**config.mk**
```make
export PLATFORM = sky130hd
export DESIGN_NAME = vpcd_config_diag
export DESIGN_NICKNAME = d
export VERILOG_FILES = /design/src/design/vpcd_config_diag.v /design/src/design/vpcd_persist_timer.v
export VERILOG_INCLUDE_DIRS = /design/src /design/src/inc
export SDC_FILE = /design/constraint.sdc
export NUM_CORES = 1
export LEC_CHECK = 0
export BUFFER_PORTS_ARGS = -buffer_cell sky130_fd_sc_hd__buf_2
export CAP_MARGIN = 0
export CORE_ASPECT_RATIO = 0.5
export CORE_MARGIN = 4
export CORE_UTILIZATION = 60
export DETAILED_ROUTE_END_ITERATION = 10
export GPL_ROUTABILITY_DRIVEN = 1
export PLACE_DENSITY = 0.86
export SYNTH_ARGS = -nofsm -noshare
export SYNTH_HDL_FRONTEND = slang
export SYNTH_SLANG_ARGS = --single-unit
```
**constraint.sdc**
```tcl
create_clock -name clock_i -period 2.9 [get_ports clock_i]
set_input_delay 0.58 -clock clock_i [delete_from_list [all_inputs] [get_ports clock_i]]
set_output_delay 0.58 -clock clock_i [all_outputs]
set_load 0.01 [all_outputs]
```
**src/inc/vpcd_consts.vh**
```
`ifndef VPCD_CONSTS_VH
`define VPCD_CONSTS_VH

// Command codes on the decoded command port
`define VPCD_CMD_REDUNDANCY 4'h1
`define VPCD_CMD_COIL_COUNT 4'h2
`define VPCD_CMD_DIAG_TIME 4'h3
`define VPCD_CMD_DEV_TIME 4'h4
`define VPCD_CMD_PANEL_ADDR 4'h5
`define VPCD_CMD_SAVE 4'h6
`define VPCD_CMD_DEMAND 4'h7
`define VPCD_CMD_RELEASE 4'h8
`define VPCD_CMD_DUMP 4'h9

// Reset values of the configuration constants
`define VPCD_RST_REDUNDANCY 1'h0
`define VPCD_RST_COIL_COUNT 2'h3
`define VPCD_RST_DIAG_TIME_MS 16'h0014
`define VPCD_RST_DEV_TIME_MS 16'h2710
`define VPCD_RST_PANEL_ADDR 8'h00
`define VPCD_RST_TARGET 16'h0000

// Redundancy select encodings
`define VPCD_STANDALONE 1'h0
`define VPCD_REDUNDANT 1'h1

// Operating mode word base values
`define VPCD_MODE_START 16'h0000
`define VPCD_MODE_LOCAL 16'h0014
`define VPCD_MODE_NORMAL 16'h0028
`define VPCD_MODE_TEST 16'h003c

// Restriction word bit positions
`define VPCD_RB_PROM_CKSUM 0
`define VPCD_RB_MEM_DIAG 1
`define VPCD_RB_CONVERTER 2
`define VPCD_RB_CONTINGENCY 3
`define VPCD_RB_IO_UNCONFIG 4
`define VPCD_RB_CONST_MISMATCH 5
`define VPCD_RB_CTRL_NO_UPDATE 6
`define VPCD_RB_CTRL_NO_TRACK 7
`define VPCD_RB_NV_CKSUM 8
`define VPCD_RB_OSC_WAIT 9
`define VPCD_RB_SERIAL_LOCAL 10

// Signal flag word bit positions
`define VPCD_SB_COIL_DIAG 0
`define VPCD_SB_COIL_FLAGS 4
`define VPCD_SB_CONVERTER 10
`define VPCD_SB_CONTINGENCY 11
`define VPCD_SB_REP_DISPLAY 12
`define VPCD_SB_RAISE 13
`define VPCD_SB_LOWER 14

// Severe fault word: external bits 0..8 land on bits 1..9
`define VPCD_FB_FIRST 1

// Timebase
`define VPCD_CLK_PERIOD_NS 4
`define VPCD_MS_NS 1000000
`define VPCD_MS_CYCLES (`VPCD_MS_NS / `VPCD_CLK_PERIOD_NS)

// Status dump: 4+6+4+4 hex digits
`define VPCD_DUMP_DIGITS 5'h12
`define VPCD_DUMP_END_MODE 5'h04
`define VPCD_DUMP_END_RESTR 5'h0a
`define VPCD_DUMP_END_SIG 5'h0e

`endif

```
**src/design/vpcd_config_diag.v**
```verilog
`timescale 1ns/1ps
`default_nettype none
`include "vpcd_consts.vh"

// Notes on behaviour
// - Redundancy select 0 means standalone, 1 means redundant operation.
// - Setting redundancy select switches the panel serial port to 25 kbaud.
// - Save command writes the configuration constants to nonvolatile memory, target position bits 8:0 only.
// - Demand loads target position, forces local mode, sets blocking restriction.
// - Release command clears the demand restriction so normal mode may resume.
// - Coil count 1: redundant pair, only servo coil 1 driven.
// - Coil count 2: coils 1 and 2 driven, coil 3 diagnostic off.
// - Coil open or short reported only after persisting the set milliseconds.
// - Status dump emits mode, restriction, signal and severe fault hex fields.
// - Mode codes: start 0x00-05, local 0x14-19, normal 0x28-2B, test 0x3C-3F.
// - Restriction bits 0-2: program checksum, memory diagnostic, converter.
// - Restriction bits 3-6: contingency, bus unconfigured, mismatch, no update.
// - Restriction bits 7-10: no tracking, nonvolatile checksum, oscillator, serial local.
// - Signal bits 0-2 coil diagnostics; bits 4-9 open/short pairs per coil.
// - Signal bits A-E: converter, contingency, repetitive display, raise, lower.
// - Severe bits 1-5: checksum, shared memory, processor memory, logic config, serial.
// - Severe bits 6-9: processor, converter, memory device, nonvolatile write sequence.
// - Position error over limit for deviation persist time is reported as contingency.
// - Panel bus address zero disables panel port; nonzero selects this module.
module vpcd_config_diag #(
  parameter MS_CYCLES = `VPCD_MS_CYCLES,
  parameter TW = 16
) (
  input wire clock_i,
  input wire reset_n_i,
  input wire cmd_valid_i,
  input wire [3:0] cmd_code_i,
  input wire [15:0] cmd_arg_i,
  input wire [2:0] coil_open_i,
  input wire [2:0] coil_short_i,
  input wire deviation_over_i,
  input wire [8:0] ext_restrict_i,
  input wire [8:0] severe_err_i,
  input wire rep_display_i,
  input wire raise_button_i,
  input wire lower_button_i,
  input wire test_req_i,
  input wire dump_ready_i,
  output wire dump_valid_o,
  output reg [3:0] dump_digit_o,
  output reg [1:0] dump_field_o,
  output reg dump_last_o,
  output reg redundant_o,
  output reg panel_baud_25k_o,
  output reg panel_port_enable_o,
  output reg [7:0] panel_bus_address_o,
  output reg [2:0] coil_drive_en_o,
  output reg [2:0] coil_diag_en_o,
  output reg failover_o,
  output reg contingency_o,
  output reg [15:0] target_position_o,
  output reg [15:0] operating_mode_o,
  output reg nv_save_o,
  output reg [58:0] nv_image_o
);
  localparam ST_START = 4'h1;
  localparam ST_LOCAL = 4'h2;
  localparam ST_NORMAL = 4'h4;
  localparam ST_TEST = 4'h8;
  localparam NS = 28;

  // Pin inputs: two-stage synchroniser, nothing reads stage one
  wire [NS-1:0] pins = {coil_open_i, coil_short_i, deviation_over_i, ext_restrict_i,
    severe_err_i, rep_display_i, raise_button_i, lower_button_i};
  reg [NS-1:0] sync1;
  reg [NS-1:0] sync2;
  always @(posedge clock_i) begin
    if (!reset_n_i) begin
      sync1 <= {NS{1'b0}};
      sync2 <= {NS{1'b0}};
    end else begin
      sync1 <= pins;
      sync2 <= sync1;
    end
  end
  wire [2:0] s_open = sync2[27:25];
  wire [2:0] s_short = sync2[24:22];
  wire s_dev = sync2[21];
  wire [8:0] s_restr = sync2[20:12];
  wire [8:0] s_severe = sync2[11:3];
  wire s_rep = sync2[2];
  wire s_raise = sync2[1];
  wire s_lower = sync2[0];
  // Test request has a flop pair of its own, outside the packed bus
  reg test1;
  reg test2;
  always @(posedge clock_i) begin
    if (!reset_n_i) begin
      test1 <= 1'b0;
      test2 <= 1'b0;
    end else begin
      test1 <= test_req_i;
      test2 <= test1;
    end
  end

  // Millisecond timebase
  reg [31:0] ms_count;
  reg ms_tick;
  always @(posedge clock_i) begin
    if (!reset_n_i) begin
      ms_count <= 32'h0;
      ms_tick <= 1'b0;
    end else if (ms_count == MS_CYCLES - 1) begin
      ms_count <= 32'h0;
      ms_tick <= 1'b1;
    end else begin
      ms_count <= ms_count + 32'h1;
      ms_tick <= 1'b0;
    end
  end

  // Configuration constants
  reg [1:0] coil_count;
  reg [TW-1:0] diag_time;
  reg [TW-1:0] dev_time;
  reg demand_restrict;
  wire cmd_redund = cmd_valid_i && (cmd_code_i == `VPCD_CMD_REDUNDANCY);
  wire cmd_coils = cmd_valid_i && (cmd_code_i == `VPCD_CMD_COIL_COUNT);
  wire cmd_diag = cmd_valid_i && (cmd_code_i == `VPCD_CMD_DIAG_TIME);
  wire cmd_devt = cmd_valid_i && (cmd_code_i == `VPCD_CMD_DEV_TIME);
  wire cmd_addr = cmd_valid_i && (cmd_code_i == `VPCD_CMD_PANEL_ADDR);
  wire cmd_save = cmd_valid_i && (cmd_code_i == `VPCD_CMD_SAVE);
  wire cmd_demand = cmd_valid_i && (cmd_code_i == `VPCD_CMD_DEMAND);
  wire cmd_release = cmd_valid_i && (cmd_code_i == `VPCD_CMD_RELEASE);
  wire cmd_dump = cmd_valid_i && (cmd_code_i == `VPCD_CMD_DUMP);

  always @(posedge clock_i) begin
    if (!reset_n_i) begin
      redundant_o <= `VPCD_RST_REDUNDANCY;
      panel_baud_25k_o <= 1'b0;
      coil_count <= `VPCD_RST_COIL_COUNT;
      diag_time <= `VPCD_RST_DIAG_TIME_MS;
      dev_time <= `VPCD_RST_DEV_TIME_MS;
      panel_bus_address_o <= `VPCD_RST_PANEL_ADDR;
      target_position_o <= `VPCD_RST_TARGET;
      demand_restrict <= 1'b0;
      nv_save_o <= 1'b0;
      nv_image_o <= 59'h0;
    end else begin
      if (cmd_redund) begin
        redundant_o <= cmd_arg_i[0] ? `VPCD_REDUNDANT : `VPCD_STANDALONE;
        panel_baud_25k_o <= 1'b1;
      end
      if (cmd_coils)
        coil_count <= cmd_arg_i[1:0];
      if (cmd_diag)
        diag_time <= cmd_arg_i[TW-1:0];
      if (cmd_devt)
        dev_time <= cmd_arg_i[TW-1:0];
      if (cmd_addr)
        panel_bus_address_o <= cmd_arg_i[7:0];
      if (cmd_demand) begin
        target_position_o <= cmd_arg_i;
        demand_restrict <= 1'b1;
      end else if (cmd_release) begin
        demand_restrict <= 1'b0;
      end
      // Image is frozen at the save strobe so the writer sees one coherent set
      nv_save_o <= cmd_save;
      if (cmd_save)
        nv_image_o <= {redundant_o, panel_baud_25k_o, coil_count, diag_time, dev_time,
          panel_bus_address_o, target_position_o[8:0], {(59 - 53){1'b0}}};
    end
  end

  // Coil usage
  always @(posedge clock_i) begin
    if (!reset_n_i) begin
      coil_drive_en_o <= 3'h0;
      coil_diag_en_o <= 3'h0;
      panel_port_enable_o <= 1'b0;
    end else begin
      panel_port_enable_o <= (panel_bus_address_o != 8'h00);
      case (coil_count)
        2'h1: begin
          coil_drive_en_o <= 3'h1;
          coil_diag_en_o <= 3'h1;
        end
        2'h2: begin
          coil_drive_en_o <= 3'h3;
          coil_diag_en_o <= 3'h3;
        end
        default: begin
          coil_drive_en_o <= 3'h7;
          coil_diag_en_o <= 3'h7;
        end
      endcase
    end
  end

  // Coil open/short persistence, one timer per flag
  wire [5:0] coil_raw;
  wire [5:0] coil_hit;
  genvar g;
  generate
    for (g = 0; g < 3; g = g + 1) begin : g_coil
      assign coil_raw[2*g] = s_open[g] && coil_diag_en_o[g];
      assign coil_raw[2*g+1] = s_short[g] && coil_diag_en_o[g];
    end
    for (g = 0; g < 6; g = g + 1) begin : g_timer
      vpcd_persist_timer #(.W(TW)) u_coil (
        .clock_i(clock_i),
        .reset_n_i(reset_n_i),
        .tick_i(ms_tick),
        .cond_i(coil_raw[g]),
        .limit_i(diag_time),
        .hit_o(coil_hit[g])
      );
    end
  endgenerate
  wire [2:0] coil_fail = {coil_hit[5] | coil_hit[4], coil_hit[3] | coil_hit[2], coil_hit[1] | coil_hit[0]};

  wire dev_hit;
  vpcd_persist_timer #(.W(TW)) u_dev (
    .clock_i(clock_i),
    .reset_n_i(reset_n_i),
    .tick_i(ms_tick),
    .cond_i(s_dev),
    .limit_i(dev_time),
    .hit_o(dev_hit)
  );

  always @(posedge clock_i) begin
    if (!reset_n_i) begin
      failover_o <= 1'b0;
      contingency_o <= 1'b0;
    end else begin
      failover_o <= |coil_fail;
      contingency_o <= dev_hit;
    end
  end

  // Status words; unlisted bits stay zero
  reg [23:0] restr_word;
  reg [15:0] sig_word;
  reg [15:0] sev_word;
  always @* begin
    restr_word = 24'h0;
    restr_word[`VPCD_RB_PROM_CKSUM] = s_restr[0];
    restr_word[`VPCD_RB_MEM_DIAG] = s_restr[1];
    restr_word[`VPCD_RB_CONVERTER] = s_restr[2];
    restr_word[`VPCD_RB_CONTINGENCY] = contingency_o;
    restr_word[`VPCD_RB_IO_UNCONFIG] = s_restr[3];
    restr_word[`VPCD_RB_CONST_MISMATCH] = s_restr[4];
    restr_word[`VPCD_RB_CTRL_NO_UPDATE] = s_restr[5];
    restr_word[`VPCD_RB_CTRL_NO_TRACK] = s_restr[6];
    restr_word[`VPCD_RB_NV_CKSUM] = s_restr[7];
    restr_word[`VPCD_RB_OSC_WAIT] = s_restr[8];
    restr_word[`VPCD_RB_SERIAL_LOCAL] = demand_restrict;
    sig_word = 16'h0;
    sig_word[`VPCD_SB_COIL_DIAG +: 3] = coil_fail;
    sig_word[`VPCD_SB_COIL_FLAGS +: 6] = coil_hit;
    sig_word[`VPCD_SB_CONVERTER] = s_restr[2];
    sig_word[`VPCD_SB_CONTINGENCY] = contingency_o;
    sig_word[`VPCD_SB_REP_DISPLAY] = s_rep;
    sig_word[`VPCD_SB_RAISE] = s_raise;
    sig_word[`VPCD_SB_LOWER] = s_lower;
    sev_word = 16'h0;
    sev_word[`VPCD_FB_FIRST +: 5] = s_severe[4:0];
    sev_word[`VPCD_FB_FIRST + 5 +: 4] = s_severe[8:5];
  end

  // Operating mode; any restriction holds the unit out of normal
  reg [3:0] state;
  reg [3:0] next_state;
  wire blocked = |restr_word;
  always @* begin
    next_state = state;
    case (state)
      ST_START:
        if (test2)
          next_state = ST_TEST;
        else if (!restr_word[`VPCD_RB_OSC_WAIT])
          next_state = blocked ? ST_LOCAL : ST_NORMAL;
      ST_LOCAL:
        if (test2)
          next_state = ST_TEST;
        else if (!blocked)
          next_state = ST_NORMAL;
      ST_NORMAL:
        if (test2)
          next_state = ST_TEST;
        else if (blocked || cmd_demand)
          next_state = ST_LOCAL;
      ST_TEST:
        if (!test2)
          next_state = ST_START;
      default:
        next_state = ST_START;
    endcase
  end

  always @(posedge clock_i) begin
    if (!reset_n_i) begin
      state <= ST_START;
      operating_mode_o <= `VPCD_MODE_START;
    end else begin
      state <= next_state;
      case (next_state)
        ST_LOCAL: operating_mode_o <= `VPCD_MODE_LOCAL;
        ST_NORMAL: operating_mode_o <= `VPCD_MODE_NORMAL;
        ST_TEST: operating_mode_o <= `VPCD_MODE_TEST;
        default: operating_mode_o <= `VPCD_MODE_START;
      endcase
    end
  end

  // Status dump: words are snapshotted so the fields agree with each other
  reg [71:0] dump_shift;
  reg [4:0] dump_idx;
  reg dump_busy;
  assign dump_valid_o = dump_busy;
  wire dump_step = dump_busy && dump_ready_i;
  wire [4:0] next_idx = dump_idx + 5'h1;
  always @(posedge clock_i) begin
    if (!reset_n_i) begin
      dump_shift <= 72'h0;
      dump_idx <= 5'h0;
      dump_busy <= 1'b0;
      dump_digit_o <= 4'h0;
      dump_field_o <= 2'h0;
      dump_last_o <= 1'b0;
    end else if (cmd_dump && !dump_busy) begin
      // First digit leaves at once; the shifter keeps the other 17 digits
      dump_shift <= {operating_mode_o[11:0], restr_word, sig_word, sev_word, 4'h0};
      dump_digit_o <= operating_mode_o[15:12];
      dump_idx <= 5'h0;
      dump_field_o <= 2'h0;
      dump_last_o <= 1'b0;
      dump_busy <= 1'b1;
    end else if (dump_step) begin
      if (next_idx == `VPCD_DUMP_DIGITS) begin
        dump_busy <= 1'b0;
        dump_last_o <= 1'b0;
      end else begin
        dump_digit_o <= dump_shift[71:68];
        dump_shift <= dump_shift << 4;
        dump_idx <= next_idx;
        dump_last_o <= (next_idx == `VPCD_DUMP_DIGITS - 5'h1);
        if (next_idx >= `VPCD_DUMP_END_SIG)
          dump_field_o <= 2'h3;
        else if (next_idx >= `VPCD_DUMP_END_RESTR)
          dump_field_o <= 2'h2;
        else if (next_idx >= `VPCD_DUMP_END_MODE)
          dump_field_o <= 2'h1;
        else
          dump_field_o <= 2'h0;
      end
    end
  end
endmodule // vpcd_config_diag

`default_nettype wire

```
**src/design/vpcd_persist_timer.v**
```verilog
`timescale 1ns/1ps
`default_nettype none

// Reports a condition only after it has held on every ms tick up to the limit.
module vpcd_persist_timer #(
  parameter W = 16
) (
  input wire clock_i,
  input wire reset_n_i,
  input wire tick_i,
  input wire cond_i,
  input wire [W-1:0] limit_i,
  output reg hit_o
);
  reg [W-1:0] count;
  wire sat = &count;

  always @(posedge clock_i) begin
    if (!reset_n_i) begin
      count <= {W{1'b0}};
      hit_o <= 1'b0;
    end else begin
      // Any gap in the condition restarts the wait
      if (!cond_i)
        count <= {W{1'b0}};
      else if (tick_i && !sat)
        count <= count + {{(W-1){1'b0}}, 1'b1};
      hit_o <= cond_i && (count >= limit_i);
    end
  end
endmodule // vpcd_persist_timer

`default_nettype wire

```
==> impl_metrics.csv <==
group,metric,value,unit
routing,post_drt_wl_per_cell,16.9,um
synth,synth_cells,2166,
die,coreArea,30600,um2
routing,drc,0,
synth,yosys_warnings,0,
clocking,cts.sinks,417,
global_route,grt_max_degree,78,
flow_run,maxCapViolCount,0,
layout,fin_area,21100,um2
layout,drive_above_1_share,0.115,
critical_path,max_stage_delay,0.56,ns
routing,wl_met1,19.9,mm
placement,hpwlAfterDp,31.5,mm
worst_hold_path,worstHoldEndpoint,"sync1[11]",
pwr,powerDensity,540,nW/um2
worst_hold_path,min_from,"severe_err_i[8]",
sta,whs,0.233,ns
synth,avgSynthCellArea,8.66,um2
synth,ys_top_cells_by_area,"dfxtp_1 (44%), ha_1 (8.3%), nand2_1 (6.6%)",
sta,fin_setup_tns,0,ns
critical_path,arrival,2.80,ns
sta,finalSetupViolations,0,
clocking,clk_pin_slew,0.07,ns
routing,routed_via_density,5.84,
global_route,gr-total-overflow,0,
sta,finalHoldViolations,0,
pwr,power.leakage,0.00821,uW
die,initial_core_util,0.614,
global_route,grt_pass1_wl,74.5,mm
placement,dpl_cell_area,19900,um2
critical_path,r2r-end,"dump_shift[36]",
synth,synth_area,18800,um2
clocking,numCtsBuffers,37,
critical_path,crit_path_max_fanout,46,
pwr,p_int,8870,uW
pwr,irDropWorstVdd,301,uV
clocking,htreeDepth,2,
sta,period_share,0.819,
synth,synth_top_area_share,0.445,
synth,synth-async-reset-ratio,0,
routing,drt_iter0_markers,1360,
status,outcome,"completed",
die,die_h,133,um
routing,route.vias.total,16000,
routing,dr_wl_met3,3.28,mm
global_route,grt_pass1_vias,14900,
pwr,clock_power_share,0.449,
synth,synth_top_cell_by_area,"dfxtp_1",
critical_path,critPathTopFamily,"compound AO/OA/AOI/OAI gates",
critical_path,startpoint_type,"register",
die,dieWidth,258,um
synth,ys_types,61,
clocking,clockBufferDepth,3,
sta,finClkSkew,0.0134,ns
routing,drt_pass1_iterations,5,
clocking,cts_tree,"yes",
synth,ys_seq_elements,417,
sta,fin_crit,2.37,ns
die,io_pins,172,
pwr,p_switching,2540,uW
clocking,ctsResizeCount,0,
routing,ant_nets,0,
layout,synthToLayoutAreaGrowth,12.6,%
critical_path,end_kind,"register",
die,rows,45,
critical_path,worst-r2r-setup-slack,0.53,ns
synth,ys_seq_area_frac,0.445,
worst_hold_path,hold_class,"input pin to register",
placement,gp_congestion,0.900,
global_route,grt_usage,0.259,
critical_path,path_class,"register to register",
layout,antenna_cells,0,
synth,synth_edf_count,0,
pwr,p_sw_frac,0.223,
die,die_area,34300,um2
layout,layout.nets,2468,
critical_path,slowest_stage,"o31a_2",
sta,drv_slew,0,
sta,slew_headroom,0.492,
routing,top_layer_used,"met4",
clocking,cts_root_buffer,"clkbuf_16",
critical_path,cp.required,3.33,ns
critical_path,path_buf_inv,1,
sta,rsz0062_at_grt,"false",
pwr,combinationalPowerShare,0.037,
clocking,cts_hold_repair.buffers,0,
placement,numPortBuffers,153,
layout,final_util,0.691,
critical_path,worstPathCellList,"ha_1 -> xnor2_1 -> nand2_1 -> o31a_2 -> buf_12 -> a22oi_1 -> a21oi_1",
clocking,clock_latency,0.55,ns
synth,synthFlopType,"dfxtp_1",
pwr,p_seq_frac,0.514,
critical_path,r2r_cells,7,
critical_path,worstReg2RegStart,"dump_idx[0]",
worst_hold_path,whs_path_depth,2,
routing,wl,46.4,mm
sta,clock.fmax,0.421,GHz
routing,dr_wl_met2,21.3,mm
sta,worst_pin_slew,0.760,ns
global_route,antenna_found_initial,0,
clocking,cts_setup_buffers,0,
sequential cells by signal, indices dropped and copies added (netlist names), 2 cells and up:
register,cells
dump_shift,67
operating_mode_o,2
state,4
dump_digit_o,4
coil_count,2
target_position_o,16
dump_idx,5
coil_diag_en_o,3
g_timer.u_coil.hit_o,6
dump_field_o,2
dev_time,16
sync2,28
sync1,28
u_dev.count,16
panel_bus_address_o,8
nv_image_o,53
ms_count,32
diag_time,16
g_timer.u_coil.count,96
power by group through the flow:
| stage | sequential (uW) | combinational [uW] | clock (uW) |
|---|---|---|---|
| after detailed placement | 5990 | 416 | 0 |
| after global placement | 5990 | 407 | 0 |
| after CTS | 5860 | 420 | 5160 |
| after floorplan | 5980 | 283 | 0 |
| final | 5870 | 425 | 5120 |
| after global routing | 5870 | 463 | 5400 |
synthesized netlist by cell type, types with 29 or more instances:
library cell	n
a21oi_1	217
o21ai_0	50
xnor2_1	46
and3_1	33
nand3_1	107
inv_1	59
ha_1	124
clkbuf_1	71
nand2_1	328
a21o_1	29
nand4_1	40
dfxtp_1	417
and2_1	67
nor2_1	175
xor2_1	66
placed cells by master (no fill, tap or decap), types with 20 or more instances in the layout:
master and n:
nor2_1 174, a211oi_1 25, nor3_1 26, a21o_1 29, and4_1 20, xnor2_1 46, o211ai_1 22, ha_1 124
a22oi_1 27, and2_1 67, nand4_1 40, xor2_1 66, a21oi_1 217, nand3_1 107, clkbuf_16 37, o21ai_0 50
dfxtp_1 417, buf_2 153, nand2_1 327, inv_1 59, and3_1 33, buf_4 30
cells by family (layout without fill, tap and decap cells):
kind of cell	after synthesis	count (layout)	share of synthesized area
AND/OR/NAND/NOR	873	873	0.222
buffers and inverters	179	314	0.0437
AO/OA/AOI/OAI	440	440	0.144
multiplexers	19	19	0.0101
flip-flops	417	417	0.445
XOR/XNOR	113	113	0.0532
adder cells (fa/ha/maj)	124	124	0.0827
other	1	18	0.000200
stage by stage:
step                setup slack, ns  std cells  total power, uW
global placement              0.665       2675             6400
global route                  0.294       2741            11700
CTS                           0.538       2741            11400
floorplan                     0.913       2183             6260
detailed placement            0.554       2675             6410
finish                        0.526       2741            11400
per-layer routing:
layer | global-route usage | vias up
met4 | 0.111 | 0
li1 | - | 7786
met3 | 0.0499 | 136
met2 | 0.423 | 581
met5 | 0 | -
met1 | 0.338 | 7497
worst reg2reg max path: stages (launching register included):
cell	delay, ns
dfxtp_1	0.38
ha_1	0.28
xnor2_1	0.29
nand2_1	0.18
o31a_2	0.56
buf_12	0.26
a22oi_1	0.20
a21oi_1	0.09
how the worst max path moves through the flow:
stage                     cells past startpoint  slack, ns              to     startpoint
after floorplan                               7       0.91  dump_shift[10]  cmd_code_i[0]
after global placement                        7       0.66     dump_idx[0]    dump_idx[0]
after detailed placement                      7       0.55  dump_shift[37]    dump_idx[0]
after CTS                                     7       0.54  dump_shift[27]    dump_idx[0]
after global routing                          7       0.29  dump_shift[37]    dump_idx[0]
final                                         7       0.53  dump_shift[36]    dump_idx[0]
area by class of cell:
| cell class | instances | area [um2] |
|---|---|---|
| Clock buffer | 50 | 1040 |
| Clock inverter | 16 | 205 |
| Fill cell | 2286 | 9450 |
| Inverter | 60 | 228 |
| Multi-Input combinational cell | 1587 | 9680 |
| Sequential cell | 417 | 8350 |
| Tap cell | 423 | 529 |
| Timing Repair Buffer | 188 | 1090 |
Power figures use the tool's default switching activity.
